### config.mk
export PLATFORM = sky130hd
export DESIGN_NAME = smr_mode_register_four
export DESIGN_NICKNAME = d
export VERILOG_FILES = /design/src/rtl/smr_mode_register_four.v
export VERILOG_INCLUDE_DIRS = /design/src /design/src/rtl
export SDC_FILE = /design/constraint.sdc
export NUM_CORES = 1
export LEC_CHECK = 0
export ABC_AREA = 0
export BUFFER_PORTS_ARGS = -buffer_cell sky130_fd_sc_hd__clkbuf_2
export CAP_MARGIN = 15
export CORE_MARGIN = 2
export CORE_UTILIZATION = 50
export DETAILED_ROUTE_END_ITERATION = 6
export PLACE_DENSITY = 0.85
export SLEW_MARGIN = 25
export SYNTH_ARGS = -nofsm -noshare
export SYNTH_HDL_FRONTEND = slang
export SYNTH_SLANG_ARGS = --single-unit
export TNS_END_PERCENT = 5
### constraint.sdc
create_clock -name mclk -period 3 [get_ports mclk]
set_clock_uncertainty 0.05 [all_clocks]
set_input_delay 0.6 -clock mclk [delete_from_list [all_inputs] [get_ports mclk]]
set_output_delay 0.6 -clock mclk [all_outputs]
set_load 0.02 [all_outputs]
### src/rtl/smr_mode4_regs.vh
/*
 holds the field positions, codes and reset values of the fourth mode
 register; assumes it is included once per design through its guard.
*/
`ifndef SMR_MODE4_REGS_VH
`define SMR_MODE4_REGS_VH
`define SMR_WIDTH 22
`define SMR_RESET 22'h000000
`define SMR_SEL_HI 20
`define SMR_SEL_LO 18
`define SMR_SEL_THIS 3'h4
`define SMR_SEL_DO_NOT_USE 3'h7
`define SMR_RSV_HI 21
`define SMR_RSV_MID 17
`define SMR_RSV_LO 0
`define SMR_HARD_REP 13
`define SMR_WR_PRE 12
`define SMR_RD_PRE 11
`define SMR_RD_TRAIN 10
`define SMR_SR_ABORT 9
`define SMR_CAL_HI 8
`define SMR_CAL_LO 6
`define SMR_SOFT_REP 5
`define SMR_VREF_MON 4
`define SMR_TCR_EN 3
`define SMR_TCR_RANGE 2
`define SMR_MAX_PWR 1
`define SMR_RDO_HARD 7
`define SMR_RDO_SOFT 6
`define SMR_CAL_0 3'h0
`define SMR_CAL_3 3'h1
`define SMR_CAL_4 3'h2
`define SMR_CAL_5 3'h3
`define SMR_CAL_6 3'h4
`define SMR_CAL_8 3'h5
`define SMR_CAL_RESET 4'h0
`define SMR_FLAG_RESET 1'b0
`define SMR_CLK_0 4'h0
`define SMR_CLK_3 4'h3
`define SMR_CLK_4 4'h4
`define SMR_CLK_5 4'h5
`define SMR_CLK_6 4'h6
`define SMR_CLK_8 4'h8
`endif

### src/rtl/smr_mode_register_four.v
/*
 holds the fourth mode register, decodes its fields, tracks gear-down
 entry, per-device masking, row repair bookkeeping and readout bits.
 assumes command pins are sampled on mclk, one command per cycle.
*/
`timescale 1ns/1ps
`include "smr_mode4_regs.vh"

// Contract
// - set command loads bits 21:0 from pins when select field is 100
// - bit 13 enables hard row repair
// - bit 12 picks one or two clock write preamble
// - bit 9 enables self refresh abort
// - bits 8:6 give command address latency 0,3,4,5,6,8; rest reserved
// - bit 5 enables soft row repair
// - bit 3 enables temperature controlled refresh
// - bit 2 selects normal or extended temperature range
// - bit 1 enters maximum power saving
// - comes up half rate; quarter rate needs set command then sync pulse
// - per-device addressing lets each device accept or ignore commands
// - readout page 2 location 0 bit 7 shows hard repair available
// - hard repair replaces one row per bank, permanently; here the per-bank used flags are cleared by reset
// - readout page 2 location 0 bit 6 shows soft repair available
module smr_mode_register_four #(
    parameter NBANKS = 16,
    parameter HARD_AVAIL = 1'b1,
    parameter SOFT_AVAIL = 1'b1
) (
    mclk,
    resetn,
    cmdValid,
    rowStrobeN,
    colStrobeN,
    writeEnN,
    cmdAddr,
    perDevEnable,
    devSelected,
    gearReqQuarter,
    syncPulse,
    repairBank,
    repairFire,
    modeReg,
    hardRepairEn,
    writePreTwo,
    readPreTwo,
    readPreTrain,
    srAbortEn,
    calClocks,
    calReserved,
    softRepairEn,
    vrefMonEn,
    tcrEn,
    tcrExtended,
    maxPowerSave,
    quarterRate,
    gearViolation,
    cmdAccepted,
    readoutPage2Loc0,
    hardRepairUsed,
    repairRefused
);
    input mclk;
    input resetn;
    input cmdValid;
    input rowStrobeN;
    input colStrobeN;
    input writeEnN;
    input [`SMR_WIDTH-1:0] cmdAddr;
    input perDevEnable;
    input devSelected;
    input gearReqQuarter;
    input syncPulse;
    input [3:0] repairBank;
    input repairFire;
    output [`SMR_WIDTH-1:0] modeReg;
    output hardRepairEn;
    output writePreTwo;
    output readPreTwo;
    output readPreTrain;
    output srAbortEn;
    output [3:0] calClocks;
    output calReserved;
    output softRepairEn;
    output vrefMonEn;
    output tcrEn;
    output tcrExtended;
    output maxPowerSave;
    output quarterRate;
    output gearViolation;
    output cmdAccepted;
    output [7:0] readoutPage2Loc0;
    output [NBANKS-1:0] hardRepairUsed;
    output repairRefused;

    wire mclk;
    wire resetn;
    wire cmdValid;
    wire rowStrobeN;
    wire colStrobeN;
    wire writeEnN;
    wire [`SMR_WIDTH-1:0] cmdAddr;
    wire perDevEnable;
    wire devSelected;
    wire gearReqQuarter;
    wire syncPulse;
    wire [3:0] repairBank;
    wire repairFire;
    wire [`SMR_WIDTH-1:0] modeReg;
    wire hardRepairEn;
    wire writePreTwo;
    wire readPreTwo;
    wire readPreTrain;
    wire srAbortEn;
    wire [3:0] calClocks;
    wire calReserved;
    wire softRepairEn;
    wire vrefMonEn;
    wire tcrEn;
    wire tcrExtended;
    wire maxPowerSave;
    wire quarterRate;
    wire gearViolation;
    wire cmdAccepted;
    wire [7:0] readoutPage2Loc0;
    wire [NBANKS-1:0] hardRepairUsed;
    wire repairRefused;

    reg [`SMR_WIDTH-1:0] mr_ff;
    reg [`SMR_WIDTH-1:0] nxt_mr;
    reg [3:0] cal_ff;
    reg [3:0] nxt_cal;
    reg [3:0] decodedCal;
    reg gearArm_ff;
    reg nxt_gearArm;
    reg quarter_ff;
    reg nxt_quarter;
    reg refused_ff;
    reg nxt_refused;
    reg [NBANKS-1:0] used_ff;
    wire [NBANKS-1:0] nxt_used;
    wire [NBANKS-1:0] bankHit;
    wire strobesLow;
    wire devAddressed;
    wire setCmd;
    wire selThis;
    wire hardArmed;
    wire bankUsed;
    wire calIsThree;
    wire calIsFive;
    wire shortPreamble;

    // strobes all low marks the set command
    assign strobesLow = ~rowStrobeN & ~colStrobeN & ~writeEnN;
    // a masked device must not even arm gear-down from a shared command
    assign devAddressed = ~perDevEnable | devSelected;
    assign setCmd = cmdValid & strobesLow & devAddressed;
    assign selThis = cmdAddr[`SMR_SEL_HI:`SMR_SEL_LO] == `SMR_SEL_THIS;
    assign cmdAccepted = setCmd & selThis;

    always @* begin
        decodedCal = `SMR_CLK_0;
        case (cmdAddr[`SMR_CAL_HI:`SMR_CAL_LO])
            `SMR_CAL_0: begin
                decodedCal = `SMR_CLK_0;
            end
            `SMR_CAL_3: begin
                decodedCal = `SMR_CLK_3;
            end
            `SMR_CAL_4: begin
                decodedCal = `SMR_CLK_4;
            end
            `SMR_CAL_5: begin
                decodedCal = `SMR_CLK_5;
            end
            `SMR_CAL_6: begin
                decodedCal = `SMR_CLK_6;
            end
            `SMR_CAL_8: begin
                decodedCal = `SMR_CLK_8;
            end
            default: begin
                // reserved codes leave the latency off rather than guess
                decodedCal = `SMR_CLK_0;
            end
        endcase
    end

    always @* begin
        nxt_mr = mr_ff;
        nxt_cal = cal_ff;
        if (cmdAccepted) begin
            // reserved bits are stored as written so mistakes stay visible
            nxt_mr = cmdAddr;
            nxt_cal = decodedCal;
        end
    end

    always @(posedge mclk or negedge resetn) begin
        if (!resetn) begin
            mr_ff <= `SMR_RESET;
            cal_ff <= `SMR_CAL_RESET;
        end else begin
            mr_ff <= nxt_mr;
            cal_ff <= nxt_cal;
        end
    end

    // gear-down: armed by any set command with gearReqQuarter high, taken on a later sync pulse
    always @* begin
        nxt_gearArm = gearArm_ff;
        if (setCmd) begin
            nxt_gearArm = gearReqQuarter;
        end else if (syncPulse) begin
            nxt_gearArm = 1'b0;
        end
    end

    // a sync pulse alongside a set command is ignored; only reset exits
    always @* begin
        nxt_quarter = quarter_ff;
        if (syncPulse && gearArm_ff && !setCmd) begin
            nxt_quarter = 1'b1;
        end
    end

    always @(posedge mclk or negedge resetn) begin
        if (!resetn) begin
            gearArm_ff <= `SMR_FLAG_RESET;
            quarter_ff <= `SMR_FLAG_RESET;
        end else begin
            gearArm_ff <= nxt_gearArm;
            quarter_ff <= nxt_quarter;
        end
    end

    assign hardArmed = mr_ff[`SMR_HARD_REP];
    // one-hot bank decode keeps the per-bank compare free of width games
    assign bankHit = {{(NBANKS-1){1'b0}}, 1'b1} << repairBank;
    assign bankUsed = used_ff[repairBank];

    genvar gb;
    generate
        for (gb = 0; gb < NBANKS; gb = gb + 1) begin : bankLoop
            // only reset clears a used bank: the repair is meant to be permanent
            assign nxt_used[gb] = used_ff[gb]
                | (repairFire & hardArmed & bankHit[gb]);
            always @(posedge mclk or negedge resetn) begin
                if (!resetn) begin
                    used_ff[gb] <= `SMR_FLAG_RESET;
                end else begin
                    used_ff[gb] <= nxt_used[gb];
                end
            end
        end
    endgenerate

    always @* begin
        nxt_refused = 1'b0;
        if (repairFire && hardArmed && bankUsed) begin
            nxt_refused = 1'b1;
        end
    end

    always @(posedge mclk or negedge resetn) begin
        if (!resetn) begin
            refused_ff <= `SMR_FLAG_RESET;
        end else begin
            refused_ff <= nxt_refused;
        end
    end

    assign modeReg = mr_ff;
    assign hardRepairEn = mr_ff[`SMR_HARD_REP];
    assign writePreTwo = mr_ff[`SMR_WR_PRE];
    assign readPreTwo = mr_ff[`SMR_RD_PRE];
    assign readPreTrain = mr_ff[`SMR_RD_TRAIN];
    assign srAbortEn = mr_ff[`SMR_SR_ABORT];
    assign calClocks = cal_ff;
    assign calReserved = mr_ff[`SMR_CAL_HI] & mr_ff[`SMR_CAL_HI-1];
    assign softRepairEn = mr_ff[`SMR_SOFT_REP];
    assign vrefMonEn = mr_ff[`SMR_VREF_MON];
    assign tcrEn = mr_ff[`SMR_TCR_EN];
    assign tcrExtended = mr_ff[`SMR_TCR_RANGE];
    assign maxPowerSave = mr_ff[`SMR_MAX_PWR];
    assign quarterRate = quarter_ff;

    assign calIsThree = cal_ff == `SMR_CLK_3;
    assign calIsFive = cal_ff == `SMR_CLK_5;
    assign shortPreamble = ~mr_ff[`SMR_WR_PRE] | ~mr_ff[`SMR_RD_PRE];
    // flag only; the device keeps the setting the controller chose
    assign gearViolation = quarter_ff
        & (calIsThree | calIsFive | shortPreamble);
    assign readoutPage2Loc0 = {HARD_AVAIL[0], SOFT_AVAIL[0],
        6'h00};
    assign hardRepairUsed = used_ff;
    assign repairRefused = refused_ff;
endmodule

Word-level counts from Yosys, hierarchy flattened
Index checks and enable logic that the tools add are counted.

storage, ports and cells
  bits in latches = 0
  flip-flop bits (word level) = 45
  ROM bits = 0
  output and inout port bits = 65
  memories = 0
  word-level logic and storage cells = 93
  input port bits = 37
  memory bits (writable) = 0

cells by class
  bitwise gates (word level) = 50
  reduce and logical (&&, ||, !) cells = 6
  equal/unequal tests = 8
  order comparisons = 1
  multiplexer cells = 6
  multiply operators = 0
  shift-type cells = 1
  div/mod/pow operators = 0
  add/sub/neg operators = 0

operator list
  kind                                                 number
  AND 1 bit                                            24
  bitwise OR 1 bit                                     20
  one-hot mux 4 bit (5 select lines)                   1
  left shift 1 x 4 -> 16 bit (first input constant)    1
  == test 3 bit (second input constant)                3
  == test 3 x 2 -> 1 bit (second input constant)       2
  inverter 1 bit                                       6
  < comparator 4 x 5 -> 1 bit (second input constant)  1
  binary-select mux 1 bit (select 4 bit)               1
  == test 4 x 2 -> 1 bit (second input constant)       1
  == test 4 x 3 -> 1 bit (second input constant)       1
  logical AND 1 bit                                    4
  2-to-1 mux 1 bit                                     4
  == test 3 x 1 -> 1 bit (second input constant)       1
  nonzero test 2 bit                                   1
  zero test 1 bit                                      1

Logic depth before layout (Yosys ltp)
Gate-level depths: netlist of run 1.

  depth after elaboration = 7
  gate-level depth with buffers = 5
  gate-level depth less buffers = 5

Least setup slack after synthesis of run 1
No wires, ideal clock.

  path type = input -> output
  from = input cmdAddr[19]
  to = output cmdAccepted
  arrival time = 1373 ps
  stages = 4
  path buffers = 1
  data required time = 2350 ps
  setup slack = 977 ps
  cell sequence = nor3b_1 -> nand3_4 -> clkinv_2 -> buf_12

on the way
  cells in the longest elaborated chain, start to end = 2

ends and longest elaborated chain
  what                     line                          text
  start, declared          smr_mode_register_four.v:101  wire [`SMR_WIDTH-1:0] cmdAddr;
  == test 3 bit (no line)  n/a
  AND 1 bit                smr_mode_register_four.v:158  assign cmdAccepted = setCmd & selThis;
  end, declared            smr_mode_register_four.v:123  wire cmdAccepted;

No other way between the ends.

Worst setup path in the final report of run 1
Ends and elaborated chain as after synthesis.

==> results.toml, run 1 <==
[setup_path]
path_common_cell = "clkbuf_2"
crit_type = "primary input to output port"
crit_chain = "clkbuf_2 > nor3b_1 > nand3_4 > clkinv_2 > clkbuf_2"
startpoint_type = "primary input"
cp_max_fo = 9
slowest_stage = "nor3b_1"
cpPeakStageDelay_ps = 400
end_kind = "output port"
cp_data_arrival_time_ps = 1640
worstPathRequired_ps = 2350

[drt]
via_per_inst = 5.13
routed_wl_um = 4160
drc = 0
drt_iter0_drc = 98
drtPass1Iterations = 4
wl_per_cell_um = 14.1
drtAntennaViolNets = 0
route.vias.total = 1513

[hold_path]
worstHoldPathType = "primary input to asynchronous set/reset pin"

[die]
die-height_um = 70.0
io_pins = 102
start_util_pct = 51.1
die_w_um = 70.0
die-area_sq_um = 4910
rows = 24
coreArea_sq_um = 4260

[pwr]
ir_drop_mv = 0.233
p_per_area_nw_per_um2 = 542
p_leak_uw = 0.00146

[outcome]
status = "finished clean"

[finish]
multiInputGateArea_sq_um = 848
seqCellArea_sq_um = 1130
antenna_cells = 0
area_delta_synth_final_pct = 20.7
drive_gt1_share_pct = 56.0
stdcell_area_sq_um = 2630
nFillCells = 348
nNetsFinal = 282

[cts]
root_buffer = "clkbuf_8"
htree_num_levels = 2
cts_tree = "built"
hold_buffers = 0
cts_made_buffers = 5
cts_setup_buffers = 0
clkTransAtPathRegs_ps = 80
cts_buffer_depth = 2
ctsResizeCount = 0
clkSinkCount = 45
clk_latency_ps = 290

[sta]
finalCriticalPeriod_ps = 2290
rsz0062_at_grt = "false"
maxSlewViolCount = 0
worst_pin_slew_ps = 569
fmax_ghz = 0.436
slew_headroom_pct = 62.1
setup_viol = 0
hold_viol = 0
tns_ps = 0
fin_crit_sh_pct = 76.4

[global_route]
globalRouteOverflowTotal = 0
grt_max_degree = 46
grt_pass1_wl_um = 6850
track_usage_pct = 17.5
antenna_found_initial = 0
grt_pass1_vias = 1474

[yosys]
syn_avg_cell_area_sq_um = 13.8
ys_warn_count = 0
synth.ff_latch_count = 45
netlist_instances = 158
synthFlopType = "dfrtp_1"
async_flop_share_pct = 100
synthesis.area_sq_um = 2180
synth_cell_types = 37
ys_seq_area_share_pct = 51.6
synth_edf_count = 0

[flow_run]
drv_cap = 0

[placement]
port-buffer-count = 93
dp_hpwl_um = 3140
place.gp.congestion = 0.794
place_area_sq_um = 2560
[metrics by stage]
step	power [uW]	std cells	utilization, %	hold WS (ps)	setup slack [ps]
floorplan	982	164	-	254	977
CTS	1450	295	61.7	355	700
global placement	1090	289	60.0	410	732
detailed placement	1100	289	60.0	404	699
global route	1490	295	61.7	393	575
finish	1430	295	61.7	335	707
[layout by cell type, fill, tap and decap left out, types with 3 or more instances in the layout]
master	count
a31o_2	4
a31oi_1	3
and2_1	3
clkbuf_2	93
clkbuf_8	5
conb_1	8
dfrtp_1	45
inv_1	9
mux2_2	5
mux2_4	18
mux4_2	4
nand2_1	5
o21bai_1	10
[metal layers]
metal,GRT usage [%],vias to the layer above,wire length [um]
li1,-,703,-
met1,22.0,748,1760
met2,29.9,55,2110
met3,3.46,7,229
met4,6.41,0,64
met5,0,-,0
[registers in the layout, indices dropped and copies added (netlist names)]
name / flops
hardRepairUsed: 16
modeReg: 22
gearArm_ff: 1
quarterRate: 1
calClocks: 4
repairRefused: 1
[logic make-up (layout without fill, tap and decap cells)]
family,Yosys count,in the layout,share of synthesized area (%)
other,2,8,0.344
XOR/XNOR,2,2,0.803
adder cells (fa/ha/maj),1,1,0.574
AO/OA/AOI/OAI,23,23,8.03
buffers and inverters,32,111,10.5
flip-flops,45,45,51.6
multiplexers,27,27,19.1
AND/OR/NAND/NOR,26,26,9.01
[report_power, final]
part	internal (uW)	switching, uW	leakage (uW)
clock	153	189	0.0000399
combinational	154	209	0.000821
sequential	671	51.3	0.000597
total	978	449	0.00146
[worst paths after layout]
kind,from,endpoint,slack (ps),cells after the start
hold reg to reg,modeReg[20],modeReg[20],430,1
min in group mclk,modeReg[20],modeReg[20],430,1
setup reg to reg,hardRepairUsed[7],repairRefused,1580,3
hold / removal,resetn,modeReg[13],340,2
max in group asynchronous,resetn,modeReg[4],2180,2
setup / recovery,cmdAddr[19],cmdAccepted,710,5
[cells in the mapped netlist (3+ instances only)]
library cell	instances	share of area, %
dfrtp_1	45	52
o21bai_1	10	3.4
mux2_2	5	2.6
and2_1	3	0.86
nand2_1	5	0.86
mux2_4	18	12
buf_4	18	6.2
mux4_2	4	4.1
a31oi_1	3	0.86
a31o_2	4	1.6
inv_1	9	1.5
[layout make-up]
class	instances	share of cell area (%)
clock buffer	5	2.61
tap	52	2.47
sequential	45	42.8
inverter	10	1.47
timing repair buffer	95	18.3
clock inverter	1	0.190
multi-input combinational	87	32.2
[worst max-delay path, delay by kind of cell]
| kind | cells | cell delay (ps) |
|---|---|---|
| simple gates | 2 | 560 |
| buf+inv | 3 | 470 |
Note: power is estimated with default switching activity, not from simulation.
==> inputs of run 2 (changes only) <==
ABC_AREA = 1   (was 0)
CORE_UTILIZATION = 42   (was 50)
PLACE_DENSITY = 0.77   (was 0.85)
clock period = 2.05 ns   (was 3 ns; I/O delays follow)
==> run 2 against run 1 <==
Effect of this change:
- non-clock buffer count unchanged
- worst hold slack got worse by 300 ps
- combinational power increased by 30%
- setup slack got worse by 450 ps
- clock power increased by 100%
- largest cell class unchanged
==> results.toml, run 2 <==
[finish]
drive_gt1_share_pct = 32.5
largest_reg_flops = 22
final_common_cell = "nand2_1"
antenna_cells = 0
nNetsFinal = 372
mostFrequentLayoutCells = "nand2_1 (100), clkbuf_2 (93), dfrtp_1 (45)"
area_delta_synth_final_pct = 24.9
instances_no_fill = 402
nFillCells = 467
stdcell_area_sq_um = 2670

[setup_path]
cpPeakStageDelay_ps = 420
slowest_stage = "dfrtp_1"
cp_max_fo = 3
end_kind = "output port"
crit_type = "flip-flop to output port"
worstPathBufferInverterCount = 1
worstPathRequired_ps = 1590
crit_chain = "xor2_1 > nand3_1 > a31oi_1 > clkbuf_2"
path_delay_family = "flip-flops"
startpoint_type = "flip-flop"
cp_data_arrival_time_ps = 1330

[pwr]
pwr-share-comb_pct = 21.5
p_sw_uw = 666
p_clk_share_pct = 31.1
seqPwrFrac_pct = 47.4
p_sw_share_pct = 30.2
p_per_area_nw_per_um2 = 825
ir_drop_mv = 0.385
p_leak_uw = 0.00160
internal_power_uw = 1540
total_power_uw = 2200

[yosys]
ys_seq_area_share_pct = 52.7
synth_edf_count = 0
yosys-top-cells-area = "dfrtp_1 (53%), nand2_1 (18%), buf_4 (6.7%)"
async_flop_share_pct = 100
synth_cell_types = 24
synthFlopType = "dfrtp_1"
synth_top_area_share_pct = 52.7
netlist_top_cells_count = "nand2_1 (100), dfrtp_1 (45), inv_1 (24)"
yosysMostFrequentCell = "nand2_1"
synthesis.area_sq_um = 2140
synth.ff_latch_count = 45
ys_warn_count = 0
netlist_instances = 249
synth_top_area_cell = "dfrtp_1"
syn_avg_cell_area_sq_um = 8.58

[drt]
routed_wl_um = 4310
drc = 0
wl_per_cell_um = 10.7
route.vias.total = 1816
drtAntennaViolNets = 0
via_per_inst = 4.52
drtPass1Iterations = 4
drt_iter0_drc = 74

[cts]
clkSinkCount = 45
clkTransAtPathRegs_ps = 80
clk_latency_ps = 290
cts_tree = "built"
cts_made_buffers = 5
ctsResizeCount = 0
cts_buffer_depth = 2
hold_buffers = 0
root_buffer = "clkbuf_8"
htree_num_levels = 2
cts_setup_buffers = 0

[placement]
post-place-ws_ps = 317
port-buffer-count = 93
dpl.cell_count = 394
place_area_sq_um = 2550
place.gp.congestion = 0.905
dp_hpwl_um = 3440

[sta]
slew_headroom_pct = 64.2
tns_ps = 0
finalCriticalPeriod_ps = 1790
layout_setup_ws_ps = 261
fin_crit_sh_pct = 87.3
maxSlewViolCount = 0
setup_viol = 0
rsz0062_at_grt = "false"
hold_viol = 0
fmax_ghz = 0.559
worst_pin_slew_ps = 537

[global_route]
globalRouteOverflowTotal = 0
grt_pass1_wl_um = 6770
track_usage_pct = 15.6
antenna_found_initial = 0
grt_pass1_vias = 1576
grt_max_degree = 26

[die]
die-area_sq_um = 5670
start_util_pct = 44.4
coreArea_sq_um = 4820
die-height_um = 75.3
io_pins = 102
rows = 25
die_w_um = 75.3

[outcome]
status = "finished clean"

[flow_run]
drv_cap = 0

[hold_path]
worstHoldPathType = "primary input to asynchronous set/reset pin"
-- run 2: cell count changes in the layout (fill, tap and decap cells not counted), moves of 5 or more --
cell / change
mux2_2: -5
nand3_1: +8
inv_1: +15
o21ai_0: +12
nor2_1: +7
nand2_1: +95
mux2_4: -18
-- run 2: area by class of cell --
class / instances / area (sq um) / share of cell area, %
flip-flops and latches: 45 / 1130 / 42.2
multi-input cells: 162 / 747 / 28.0
repair buffers: 95 / 493 / 18.5
inverters: 25 / 98.8 / 3.70
well taps: 67 / 83.8 / 3.14
clock buffers: 6 / 82.6 / 3.09
clock inverters: 2 / 37.5 / 1.41
-- run 2: worst paths after layout --
kind | from | to | slack, ps | cells after the start
max reg2reg | modeReg[13] | hardRepairUsed[12] | 930 | 4
min | resetn | hardRepairUsed[6] | 30 | 1
max | calClocks[1] | gearViolation | 260 | 4
min in group mclk | cmdAddr[3] | modeReg[3] | 260 | 3
max in group asynchronous | resetn | modeReg[6] | 1400 | 2
min reg2reg | modeReg[20] | modeReg[20] | 420 | 1
-- run 2: metrics by stage --
stage | util, % | hold WS, ps
final | 55.4 | 31.2
after global routing | 55.4 | 68.8
after floorplan | - | 64.4
after CTS | 55.4 | 44.7
after global placement | 52.9 | 361
after detailed placement | 52.9 | 368
-- run 2: routing by layer --
metal,track usage [%],part of all wire [%]
met1,19.8,44
met2,26.4,48
met3,3.84,6.9
met4,5.26,0.97
met5,0,0
-- run 2: cells by family after synthesis --
kind of cell	Yosys count	synth area share (%)
AND/OR/NAND/NOR	124	24.4
buffers and inverters	48	13.4
flip-flops	45	52.7
AO/OA/AOI/OAI	28	8.14
other	2	0.351
XOR/XNOR	1	0.410
adder cells (fa/ha/maj)	1	0.585
-- run 2: power by group through the flow --
stage	sequential [uW]	combinational [uW]	clock, uW
after global placement	1060	474	0
after CTS	1040	480	713
after global routing	1060	522	736
final	1040	473	686
after floorplan	1160	213	0
after detailed placement	1060	480	0
-- run 2: worst register-to-register path, stage by stage, from the launching register on --
cell and delay, ps:
dfrtp_1 420, nand2_1 90, inv_1 50, nand2_1 220
o21ai_0 150
==> inputs of run 3 (changes only) <==
CELL_PAD_IN_SITES_DETAIL_PLACEMENT = 0   (was unset)
CELL_PAD_IN_SITES_GLOBAL_PLACEMENT = 1   (was unset)
CORE_UTILIZATION = 35   (was 42)
PLACE_DENSITY = 0.84   (was 0.77)
RECOVER_POWER = 100   (was unset)
clock period = 2.15 ns   (was 2.05 ns; I/O delays follow)
==> run 3 against run 2 <==
Effect of this change:
- die area increased by 19%
- via count shrank 0.22%
- critical path depth up 1
- clock power fell by 17%
- power shrank 10%
- cell count increased by 2.2%
- non-clock buffer count rose by 1
- sequential power decreased by 4%
- routed wire length grew 9.0%
- cell area decreased by 4.5%
- combinational power fell by 12%
- sequential share of layout area is 2.0 points higher
==> results.toml, run 3 (synthesis results as in run 2) <==
[setup_path]
end_kind = "output port"
crit_type = "primary input to output port"
r2r_setup_slack_ps = 1040
worstPathRequired_ps = 1670
cp_data_arrival_time_ps = 1360
startpoint_type = "primary input"
cp_max_fo = 5

[pwr]
p_leak_uw = 0.00140
ir_drop_mv = 0.357
total_power_uw = 1980
p_per_area_nw_per_um2 = 777

[cts]
ctsResizeCount = 0
cts_buffer_depth = 2
clkSinkCount = 45
root_buffer = "clkbuf_8"
hold_buffers = 0
htree_num_levels = 2
cts_tree = "built"
cts_made_buffers = 5
cts_setup_buffers = 0
clk_latency_ps = 290
clkTransAtPathRegs_ps = 80

[die]
die_w_um = 82.1
start_util_pct = 36.1
die-height_um = 82.1
die-area_sq_um = 6750
io_pins = 102
rows = 28
coreArea_sq_um = 5920

[drt]
routed_wl_um = 4700
drtPass1Iterations = 4
route.vias.total = 1812
drc = 0
drtAntennaViolNets = 0
wl_per_cell_um = 11.4
drt_iter0_drc = 75
via_per_inst = 4.41

[placement]
post-place-ws_ps = 462
dp_hpwl_um = 3640
port-buffer-count = 93
place.gp.congestion = 0.845

[sta]
setup_viol = 0
fmax_ghz = 0.543
finalCriticalPeriod_ps = 1840
worst_pin_slew_ps = 1240
rsz0062_at_grt = "false"
hold_viol = 0
layout_setup_ws_ps = 310
tns_ps = 0
slew_headroom_pct = 17.6
fin_crit_sh_pct = 85.6
maxSlewViolCount = 0

[global_route]
globalRouteOverflowTotal = 0
grt_max_degree = 24
antenna_found_initial = 0
grt_pass1_wl_um = 7730
track_usage_pct = 15.0
grt_pass1_vias = 1684

[finish]
area_delta_synth_final_pct = 19.3
nNetsFinal = 373
final_common_cell = "nand2_1"
nFillCells = 642
mostFrequentLayoutCells = "nand2_1 (100), clkbuf_1 (61), dfrtp_1 (45)"
largest_reg_flops = 22
multiInputGateArea_sq_um = 729
drive_gt1_share_pct = 13.7
seqCellArea_sq_um = 1130
antenna_cells = 0

[flow_run]
drv_cap = 0

[hold_path]
worstHoldPathType = "primary input to flip-flop"

[outcome]
status = "finished clean"
==> run 3: through the flow <==
stage               cell area (sq um)  instances  hold WS [ps]  utilization, %
detailed placement               2570        403           403            43.3
CTS                              2670        411           106            45.1
finish                           2550        411           287            43.0
floorplan                        2160        255          84.4               -
global route                     2550        411           271            43.0
global placement                 2570        403           404            43.3
==> run 3: cell type report <==
type / instances / area share, %
clock buffers: 7 / 3.78
clock inverters: 1 / 0.196
inverters: 25 / 3.68
multi-input cells: 162 / 28.6
flip-flops and latches: 45 / 44.2
well taps: 75 / 3.68
repair buffers: 96 / 15.9
==> run 3: critical path: stages <==
cell	delay (ps)
clkbuf_2	80
nor2_1	100
nand4_1	270
nor2_8	210
clkbuf_1	260
==> run 3: final timing paths <==
path | cells after the start | start | end
max | 5 | rowStrobeN | cmdAccepted
min | 3 | cmdAddr[14] | modeReg[14]
max reg2reg | 4 | modeReg[13] | hardRepairUsed[4]
min reg2reg | 1 | modeReg[20] | modeReg[20]
max in group asynchronous | 2 | resetn | modeReg[14]
min in group asynchronous | 1 | resetn | hardRepairUsed[12]
==> run 3: report_power, final <==
group / switching, uW / internal (uW)
registers: 63.7 / 931
clock network: 278 / 291
logic: 292 / 125
total: 633 / 1350
==> run 3: per-layer routing <==
layer  vias to the layer above  GRT usage, %  share of wire (%)
li1                        909             -                  -
met1                       835          19.6                 46
met2                        66          25.2                 47
met3                         2          3.91                7.1
met4                         0          3.00               0.38
met5                         -             0                  0
